$ cat src/cms_params.svh
// Constants for the charger mode and fault supervisor
`ifndef CMS_PARAMS_SVH
`define CMS_PARAMS_SVH
`define CMS_CLK_HZ          10000000
`define CMS_PULSE_NS        128000
`define CMS_PULSE_CYC       ((`CMS_PULSE_NS * 10) / 1000)
`define CMS_BOOST_TMR_S     32
`define CMS_BOOST_TMR_CYC   (`CMS_BOOST_TMR_S * `CMS_CLK_HZ)
`define CMS_SOFT_CYC        16'h0100
`define CMS_ADDR_CTRL       4'h0
`define CMS_ADDR_STAT       4'h4
`define CMS_ADDR_IRQ        4'h8
`define CMS_ADDR_MASK       4'hC
`define CMS_CTRL_RST        8'h00
`define CMS_B_CHG_DIS       0
`define CMS_B_HIZ           1
`define CMS_B_OPSEL         2
`define CMS_B_KICK          3
`define CMS_B_PRST          4
`define CMS_B_STAT_EN       5
`define CMS_B_FCLR          6
`endif

$ cat src/cms_pkg.sv
// Types for the charger mode and fault supervisor
package cms_pkg;
    typedef enum logic [2:0] {
        CMS_HIZ, CMS_CFG, CMS_CHARGE, CMS_SOFT, CMS_BOOST
    } cms_mode_t;
endpackage

$ cat src/cms_top.sv
// Mode selection, boost timer and fault supervision for the charger
`timescale 1ns/1ps
`include "cms_params.svh"

// Operation
// Charge fault gives one status pulse
// Boost fault gives one status pulse
// Charge disable bit inhibits charging
// Parameter reset restores defaults, self-clears
// Host avoids parameter reset while active
// Select low: charge, configure or hiz
// Select high: boost, fault gives configure
// OTG input or select bit enters boost
// Boost start launches 32 s timer
// Kick bit restarts timer, self-clears
// Host kicks timer before expiry
// Expiry stops boost, latched fault
// Bus overvoltage clears select, faults
// Resume needs select write or OTG
// Light load pulse skipping with hysteresis
// Soft start whenever boost begins
// Status low while charging if enabled
// Pulse drives open-drain pin low
module cms_top
    import cms_pkg::*;
#(
    parameter int BOOST_TMR_CYC = `CMS_BOOST_TMR_CYC
) (
    input  wire logic       clk,
    input  wire logic       reset,
    input  wire logic [3:0] addr,
    input  wire logic [7:0] wdata,
    input  wire logic       wr,
    input  wire logic       rd,
    output logic      [7:0] rdata,
    input  wire logic       otg_pin,
    input  wire logic       vbus_above_uvlo,
    input  wire logic       chg_fault,
    input  wire logic       bst_fault,
    input  wire logic       vbus_ovp,
    input  wire logic       ind_i_low,
    input  wire logic       node_sag,
    output logic            charge_en,
    output logic            boost_en,
    output logic            soft_start,
    output logic            pwm_en,
    output logic            param_reset,
    output logic            stat_o,
    output logic            stat_oe_n,
    output logic            irq
);

    // Pin inputs pass two flip-flops
    logic [6:0] s1_q;
    logic [6:0] s2_q;
    always_ff @(posedge clk) begin
        if (reset) begin
            s1_q <= 7'h00;
            s2_q <= 7'h00;
        end else begin
            s1_q <= {otg_pin, vbus_above_uvlo, chg_fault, bst_fault,
                     vbus_ovp, ind_i_low, node_sag};
            s2_q <= s1_q;
        end
    end
    logic otg;
    logic uvlo_ok;
    logic cflt;
    logic bflt;
    logic ovp;
    logic ilow;
    logic sag;
    assign {otg, uvlo_ok, cflt, bflt, ovp, ilow, sag} = s2_q;

    logic [7:0]  ctrl_q;
    logic [3:0]  irq_q;
    logic [3:0]  mask_q;
    logic        tmr_fault_q;
    logic        bst_flt_q;
    logic [31:0] tmr_q;
    logic [15:0] soft_q;
    logic [11:0] pulse_q;
    logic        skip_q;
    logic        cflt_q;
    cms_mode_t   mode_q;
    cms_mode_t   mode_d;

    logic wr_ctrl;
    logic rd_irq;
    logic boost_req;
    logic any_bfault;
    logic tmr_expire;
    assign wr_ctrl    = wr && (addr == `CMS_ADDR_CTRL);
    assign rd_irq     = rd && (addr == `CMS_ADDR_IRQ);
    // OTG or select
    assign boost_req  = otg || ctrl_q[`CMS_B_OPSEL];
    assign any_bfault = bflt || ovp || tmr_fault_q || bst_flt_q;
    assign tmr_expire = (mode_q == CMS_BOOST || mode_q == CMS_SOFT)
                        && (tmr_q == 32'h00000001);

    // Control register with self-clearing and forced bits
    always_ff @(posedge clk) begin
        if (reset) begin
            ctrl_q <= `CMS_CTRL_RST;
        end else begin
            // Reset self-clears, a new write still lands
            if (ctrl_q[`CMS_B_PRST]) begin
                ctrl_q <= `CMS_CTRL_RST;
            end
            if (wr_ctrl) begin
                ctrl_q <= wdata;
            end
            // Kick self-clears
            if (ctrl_q[`CMS_B_KICK] && !wr_ctrl) begin
                ctrl_q[`CMS_B_KICK] <= 1'b0;
            end
            if (ctrl_q[`CMS_B_FCLR] && !wr_ctrl) begin
                ctrl_q[`CMS_B_FCLR] <= 1'b0;
            end
            // Overvoltage clears select
            if (ovp && mode_q != CMS_HIZ && mode_q != CMS_CHARGE
                    && mode_q != CMS_CFG) begin
                ctrl_q[`CMS_B_OPSEL] <= 1'b0;
            end
        end
    end

    // Latched boost faults until host clears
    always_ff @(posedge clk) begin
        if (reset) begin
            tmr_fault_q <= 1'b0;
            bst_flt_q   <= 1'b0;
        end else begin
            if (ctrl_q[`CMS_B_FCLR]) begin
                tmr_fault_q <= 1'b0;
                bst_flt_q   <= 1'b0;
            end
            if (tmr_expire) begin
                tmr_fault_q <= 1'b1;
            end
            if ((mode_q == CMS_BOOST || mode_q == CMS_SOFT) && bflt) begin
                bst_flt_q <= 1'b1;
            end
        end
    end

    // Mode selection
    always_comb begin
        mode_d = mode_q;
        // Hiz request wins unless the OTG input is high
        if (ctrl_q[`CMS_B_HIZ] && !otg) begin
            mode_d = CMS_HIZ;
        end else if (boost_req) begin
            // Fault goes to configure
            if (any_bfault) begin
                mode_d = CMS_CFG;
            // Soft start first
            end else if (mode_q != CMS_BOOST && mode_q != CMS_SOFT) begin
                mode_d = CMS_SOFT;
            end else if (mode_q == CMS_SOFT && soft_q == 16'h0000) begin
                mode_d = CMS_BOOST;
            end
        // Charge mode choice
        end else if (!uvlo_ok) begin
            mode_d = CMS_HIZ;
        end else if (cflt || ctrl_q[`CMS_B_CHG_DIS]) begin
            // Disable inhibits
            mode_d = CMS_CFG;
        end else begin
            mode_d = CMS_CHARGE;
        end
    end

    always_ff @(posedge clk) begin
        if (reset) begin
            mode_q <= CMS_HIZ;
        end else begin
            mode_q <= mode_d;
        end
    end

    // Soft start counter
    always_ff @(posedge clk) begin
        if (reset) begin
            soft_q <= 16'h0000;
        end else if (mode_q != CMS_SOFT && mode_d == CMS_SOFT) begin
            soft_q <= `CMS_SOFT_CYC;
        end else if (soft_q != 16'h0000) begin
            soft_q <= soft_q - 16'h0001;
        end
    end

    // Boost safety timer
    always_ff @(posedge clk) begin
        if (reset) begin
            tmr_q <= 32'h00000000;
        end else if (mode_q != CMS_SOFT && mode_d == CMS_SOFT) begin
            tmr_q <= 32'(BOOST_TMR_CYC);
        // Kick restarts
        end else if (ctrl_q[`CMS_B_KICK]) begin
            tmr_q <= 32'(BOOST_TMR_CYC);
        end else if (tmr_q != 32'h00000000) begin
            tmr_q <= tmr_q - 32'h00000001;
        end
    end

    // Pulse skipping hysteresis
    always_ff @(posedge clk) begin
        if (reset) begin
            skip_q <= 1'b0;
        end else if (mode_q != CMS_BOOST) begin
            skip_q <= 1'b0;
        end else if (skip_q && sag) begin
            skip_q <= 1'b0;
        end else if (ilow) begin
            skip_q <= 1'b1;
        end
    end

    // Fault event edges feed status pulse and interrupts
    logic chg_evt;
    logic bst_evt;
    always_ff @(posedge clk) begin
        if (reset) begin
            cflt_q <= 1'b0;
        end else begin
            cflt_q <= cflt;
        end
    end
    assign chg_evt = cflt && !cflt_q && !boost_req;
    assign bst_evt = (mode_q == CMS_BOOST || mode_q == CMS_SOFT)
                     && mode_d == CMS_CFG;

    // Fault pulse timer
    always_ff @(posedge clk) begin
        if (reset) begin
            pulse_q <= 12'h000;
        end else if (chg_evt || bst_evt) begin
            pulse_q <= 12'(`CMS_PULSE_CYC);
        end else if (pulse_q != 12'h000) begin
            pulse_q <= pulse_q - 12'h001;
        end
    end

    // Sticky status, set wins over read clear
    logic [3:0] ev;
    assign ev = {ovp && bst_evt, tmr_expire, bst_evt, chg_evt};
    always_ff @(posedge clk) begin
        if (reset) begin
            irq_q <= 4'h0;
        end else if (rd_irq) begin
            irq_q <= ev;
        end else begin
            irq_q <= irq_q | ev;
        end
    end

    always_ff @(posedge clk) begin
        if (reset) begin
            mask_q <= 4'h0;
        end else if (wr && addr == `CMS_ADDR_MASK) begin
            mask_q <= wdata[3:0];
        end
    end

    // Read data one cycle after strobe
    always_ff @(posedge clk) begin
        if (reset) begin
            rdata <= 8'h00;
        end else if (rd) begin
            if (addr == `CMS_ADDR_CTRL) begin
                rdata <= ctrl_q;
            end else if (addr == `CMS_ADDR_STAT) begin
                rdata <= {1'b0, skip_q, bst_flt_q, tmr_fault_q,
                          2'b00, 2'(int'(mode_q) > 3 ? 3 : int'(mode_q))};
            end else if (addr == `CMS_ADDR_IRQ) begin
                rdata <= {4'h0, irq_q};
            end else if (addr == `CMS_ADDR_MASK) begin
                rdata <= {4'h0, mask_q};
            end else begin
                rdata <= 8'h00;
            end
        end else begin
            rdata <= 8'h00;
        end
    end

    // Registered outputs
    always_ff @(posedge clk) begin
        if (reset) begin
            charge_en   <= 1'b0;
            boost_en    <= 1'b0;
            soft_start  <= 1'b0;
            pwm_en      <= 1'b0;
            param_reset <= 1'b0;
            stat_o      <= 1'b0;
            stat_oe_n   <= 1'b1;
            irq         <= 1'b0;
        end else begin
            charge_en   <= (mode_d == CMS_CHARGE);
            // Boost off on fault
            boost_en    <= (mode_d == CMS_BOOST || mode_d == CMS_SOFT);
            soft_start  <= (mode_d == CMS_SOFT);
            // Skip gates switching
            pwm_en      <= (mode_d == CMS_CHARGE || mode_d == CMS_SOFT
                            || (mode_d == CMS_BOOST && !skip_q));
            param_reset <= ctrl_q[`CMS_B_PRST];
            stat_o      <= 1'b0;
            // Pull low for pulse or charge
            stat_oe_n   <= !((pulse_q != 12'h000) || chg_evt || bst_evt
                             || (mode_q == CMS_CHARGE
                                 && ctrl_q[`CMS_B_STAT_EN]));
            irq         <= |((irq_q | ev) & mask_q);
        end
    end

endmodule

$ cat config.mk
export PLATFORM = sky130hd
export DESIGN_NAME = cms_top
export DESIGN_NICKNAME = d
export VERILOG_FILES = /design/src/cms_pkg.sv /design/src/cms_top.sv
export VERILOG_INCLUDE_DIRS = /design/src /design/src/src
export SDC_FILE = /design/constraint.sdc
export NUM_CORES = 1
export LEC_CHECK = 0
export BUFFER_PORTS_ARGS = -buffer_cell sky130_fd_sc_hd__buf_4
export CORE_ASPECT_RATIO = 0.9
export CORE_MARGIN = 10
export CORE_UTILIZATION = 55
export DETAILED_ROUTE_END_ITERATION = 6
export GPL_ROUTABILITY_DRIVEN = 0
export PLACE_DENSITY = 0.74
export SLEW_MARGIN = 20
export SYNTH_ARGS = -nofsm -noshare
export SYNTH_HDL_FRONTEND = slang
export SYNTH_SLANG_ARGS = --single-unit
$ cat constraint.sdc
create_clock -name clk -period 7.4 [get_ports clk]
set_input_delay 0.74 -clock clk [delete_from_list [all_inputs] [get_ports clk]]
set_output_delay 0.74 -clock clk [all_outputs]
set_load 0.02 [all_outputs]
# Word-level counts from Yosys, hierarchy flattened

Cells that the tools add are included.

Bits in registers: 112
Input bits: 23
Output and inout bits: 16
Word-level logic and storage cells: 136

Add/sub/neg operators: 3
Magnitude comparators: 1
Equal/unequal tests: 15
Mux-type cells: 25
Bitwise operators: 3
Reduce and logical (&&, ||, !) cells: 61

Operators by type and width:

| operator                                            | count |
|---|---|
| 2-to-1 mux 29 bit                                   | 3 |
| == test 32 x 1 -> 1 bit (second input constant)     | 1 |
| nonzero test 32 bit                                 | 1 |
| subtractor 32 x 1 -> 32 bit (second input constant) | 1 |
| 2-to-1 mux 8 bit                                    | 3 |
| 2-to-1 mux 11 bit                                   | 2 |
| logical AND 1 bit                                   | 21 |
| 2-to-1 mux 9 bit                                    | 2 |
| logical NOT 16 bit                                  | 1 |
| nonzero test 16 bit                                 | 1 |
| subtractor 16 x 1 -> 16 bit (second input constant) | 1 |
| 2-to-1 mux 3 bit                                    | 5 |
| logical OR 1 bit                                    | 13 |
| == test 3 x 2 -> 1 bit (second input constant)      | 4 |
| 2-to-1 mux 4 bit                                    | 3 |
| nonzero test 12 bit                                 | 1 |
| OR reduction 2 bit                                  | 6 |
| subtractor 12 x 1 -> 12 bit (second input constant) | 1 |
| nonzero test 2 bit                                  | 5 |
| == test 4 bit (second input constant)               | 2 |
| 2-to-1 mux 7 bit                                    | 1 |
| == test 3 bit (second input constant)               | 2 |
| logical NOT 1 bit                                   | 6 |
| 2-to-1 mux 2 bit                                    | 3 |
| other kinds (14)                                    | 19 |

# Longest topological paths before layout

Word-level depth: 13
Mapped depth: 9
Mapped depth without buffers: 7

# Least setup slack after synthesis

No wires, ideal clock.

Kind: register to register
Start point: reg soft_q[0]
End point: reg tmr_q[18]
Setup time: 0.070 ns
Data arrival time: 2.413 ns
Slack: 4.917 ns
Cell stages (with the launch flop): 9
Path buffers: 1
Period minus slack after synthesis: 2.483 ns
Path through: dfxtp_1 > inv_1 > ha_1 > or4b_1 > or4_4 > a221o_1 > a211o_1 > buf_6 > a21oi_1

Cells in the longest elaborated chain, start to end: 10

RTL lines:

| item                                | line           | RTL |
|---|---|---|
| start, declared                     | cms_top.sv:81  | `logic [15:0] soft_q;` |
| start signal, assigned              | cms_top.sv:187 | `` soft_q <= `CMS_SOFT_CYC; `` |
| start signal, assigned              | cms_top.sv:189 | `soft_q <= soft_q - 16'h0001;` |
| logical NOT 16 bit                  | cms_top.sv:160 | `end else if (mode_q == CMS_SOFT && soft_q == 16'h0000) begin` |
| logical AND 1 bit                   | cms_top.sv:160 |  |
| 2-to-1 mux 3 bit                    | cms_top.sv:160 |  |
| 2-to-1 mux 3 bit                    | cms_top.sv:158 | `end else if (mode_q != CMS_BOOST && mode_q != CMS_SOFT) begin` |
| 2-to-1 mux 3 bit                    | cms_top.sv:155 | `if (any_bfault) begin` |
| 2-to-1 mux 3 bit                    | cms_top.sv:153 | `end else if (boost_req) begin` |
| 2-to-1 mux 3 bit                    | cms_top.sv:151 | `` if (ctrl_q[`CMS_B_HIZ] && !otg) begin `` |
| == test 3 x 2 -> 1 bit              | cms_top.sv:197 | `end else if (mode_q != CMS_SOFT && mode_d == CMS_SOFT) begin` |
| logical AND 1 bit                   | cms_top.sv:197 |  |
| OR reduction 3 bit (no source line) | -              |  |
| end signal, assigned                | cms_top.sv:198 | `tmr_q <= 32'(BOOST_TMR_CYC);` |
| end signal, assigned                | cms_top.sv:201 | `tmr_q <= 32'(BOOST_TMR_CYC);` |
| end signal, assigned                | cms_top.sv:203 | `tmr_q <= tmr_q - 32'h00000001;` |
| end, declared                       | cms_top.sv:80  | `logic [31:0] tmr_q;` |

No other way between the ends.
A chain may end at the register's enable or synchronous reset.

# Worst setup path in the final report

Start point: reg soft_q[0]
End point: reg tmr_q[1]

The elaborated chain is that of the path after synthesis.

==> run_results.csv <==
group,metric,value,unit
global_routing,grt_pass1_wl,17500,µm
setup_path,max_stage_delay,660,ps
logic_synthesis,synth_seq_cells,112,
routing,drc,0,
setup_path,crit_chain,"inv_1, ha_1, or4b_1, or4_4, a221o_1, a211o_1, a211oi_1",
clock_tree,cts_resized,0,
logic_synthesis,ys_seq_area_share,45.8,%
logic_synthesis,ys.warnings.count,0,
routing,drt-total-wl,10600,µm
outcome,status,"finished, final reports clean",
timing,rsz0062_at_grt,"no",
timing,worst_pin_slew,998,ps
logic_synthesis,yosys.cell_types.count,55,
timing,setup_viol,0,
floorplan,die-area,13100,µm²
placed_design,place_area,5230,µm²
timing,fmax,317,MHz
floorplan,coreArea,8650,µm²
floorplan,die_h,110,µm
global_routing,grt_start_max_net_pins,49,
logic_synthesis,synth_top_area_share,45.8,%
timing,slew_violations,0,
logic_synthesis,synthArstFlopShare,0,%
layout,fin_area,5500,µm²
routing,antenna_left,0,
timing,period_share,42.6,%
setup_path,worstSetupEndpointType,"flip-flop",
routing,dr.pass1.iters,5,
setup_path,critPathArrivalTime,3450,ps
global_routing,grt_pass1_vias,3711,
layout,area_growth,12.3,%
setup_path,cp.required,7690,ps
clock_tree,clkLatencyLatePin,380,ps
run,drv_cap,0,
floorplan,die-width,119,µm
routing,vias,4033,
power,p_per_area,422,nW/µm²
placed_design,hpwl,7210,µm
clock_tree,clock-sinks,112,
timing,hold_viol,0,
clock_tree,cts_tree,"yes",
power,p_leak,0.00213,µW
clock_tree,numCtsBuffers,9,
routing,wl_per_cell,15.4,µm
global_routing,grtUsageTotal,16.0,%
floorplan,placementRows,32,
clock_tree,root_buffer,"clkbuf_8",
layout,fin_cells,690,
logic_synthesis,synth_area_leaders,"dfxtp_1 46%, nor2_1 4.4%, or4_1 3.7%",
clock_tree,h-tree-depth,3,
logic_synthesis,synthesis.nets,567,
global_routing,grt_overflow_total,0,
clock_tree,cts.clk_slew.worst_paths,100,ps
layout,nets,594,
setup_path,cp_max_fo,24,
clock_tree,hold_buffers,0,
setup_path,critPathKind,"flip-flop to flip-flop",
floorplan,initial_core_util,56.7,%
timing,tns,0,ps
logic_synthesis,synth_top_flop_cell,"dfxtp_1",
clock_tree,clockBufferDepth,2,
routing,drt_iter0_drc,309,
placed_design,numPortBuffers,37,
layout,final_util,63.6,%
logic_synthesis,yosysTopAreaCell,"dfxtp_1",
layout,final_common_cell,"dfxtp_1",
clock_tree,postCtsSetupBuffers,0,
routing,viasPerCell,5.84,
timing,slew_headroom,33.4,%
global_routing,antenna_found_initial,0,
logic_synthesis,syn_inst,539,
logic_synthesis,netlist_area,4900,µm²
layout,final_cell_mix,"112 x dfxtp_1, 57 x nor2_1, 39 x buf_4",
hold_path,hp-class,"flip-flop to flip-flop",
floorplan,ios,39,
setup_path,cp_slowest_cell,"a211o_1",
timing,fin_skew,8.23,ps
power,irDropWorstVdd,0.000449,V
logic_synthesis,avgSynthCellArea,9.09,µm²
layout,layout-drive-gt1-share,13.8,%
timing,period_minus_slack,3150,ps
setup_path,crit_path_start_kind,"flip-flop",
layout,antenna_cells,0,
placed_design,dp_cells,674,
logic_synthesis,synth_edf_count,0,
==> worst paths after layout <==
| kind | start | to | slack, ps | depth (start not counted) |
|---|---|---|---|---|
| max | soft_q[0]$_SDFFE_PP0P_ | tmr_q[1]$_SDFFE_PP0P_ | 4250 | 7 |
| min | s1_q[0]$_SDFF_PP0_ | s2_q[0]$_SDFF_PP0_ | 440 | 1 |
| max reg2reg | soft_q[0]$_SDFFE_PP0P_ | tmr_q[1]$_SDFFE_PP0P_ | 4250 | 7 |
| min reg2reg | s1_q[0]$_SDFF_PP0_ | s2_q[0]$_SDFF_PP0_ | 440 | 1 |
==> where the power goes <==
part	internal (µW)	switching (µW)	total, µW	leakage (µW)
Combinational	408	575	983	0.00109
Clock	268	205	473	0.000130
Sequential	738	130	868	0.000915
==> flip-flops by register name, summed over array words and instances, names as in the netlist, 3 cells and up <==
name,cells
s1_q,7
pulse_q,12
rdata,8
mode_q,3
mask_q,4
tmr_q,32
soft_q,16
ctrl_q,8
s2_q,7
irq_q,4
==> synthesized netlist by cell type, drive strengths merged, types with 2 or more instances <==
cell type and count:
buf 8, a22oi 5, nor2b 20, ha 5, clkbuf 15, o41ai 4, inv 14, or4b 4
nor2 57, o21ai 16, a31oi 12, o31ai 16, dfxtp 112, nor4 10, xor2 18, nor3 19
and3 6, xnor2 6, a21o 2, or2 5, and3b 2, nor3b 7, nand2 23, or3 15
nand3b 10, o221ai 2, a21oi 36, a211o 2, mux2i 8, mux2 3, nand4b 7, a211oi 4
nand3 14, nor4b 2, nand2b 5, or4 26, nand4 7
==> routing by layer <==
layer	GRT usage (%)	up-vias	share of wire, %
li1	-	2030	-
met1	20.9	1912	49
met2	25.0	82	44
met3	5.38	9	5.5
met4	4.30	0	0.94
met5	0	-	0
==> kinds of logic after synthesis <==
family / Yosys count / share of synthesized area, %
buf+inv: 37 / 3.27
fa+ha+maj: 5 / 1.28
flops: 112 / 45.8
other cells: 1 / 0.0765
compound gates: 107 / 14.7
mux: 11 / 2.32
xor+xnor: 24 / 4.29
simple gates: 242 / 28.3
==> critical path, delay by kind of cell (launching register included) <==
family | cells | cell delay, ps
AO/OA/AOI/OAI | 3 | 1430
AND/OR/NAND/NOR | 2 | 1070
flip-flops | 1 | 340
adder cells (fa/ha/maj) | 1 | 140
buffers and inverters | 1 | 80
==> stage by stage <==
step / setup WS, ps / power (µW) / hold slack (ps)
floorplan: 4920 / 1650 / 405
global placement: 4320 / 1800 / 420
detailed placement: 4250 / 1850 / 421
CTS: 4210 / 2320 / 445
global route: 4060 / 2510 / 460
finish: 4250 / 2320 / 443
==> area by class of cell <==
| cell class | count | area [µm²] |
|---|---|---|
| Fill cell | 736 | 3150 |
| Multi-Input combinational cell | 390 | 2500 |
| Sequential cell | 112 | 2240 |
| Timing Repair Buffer | 39 | 293 |
| Tap cell | 119 | 149 |
| Clock buffer | 11 | 141 |
| Clock inverter | 5 | 128 |
| Inverter | 14 | 52.6 |
(Power assumes the default switching activity.)
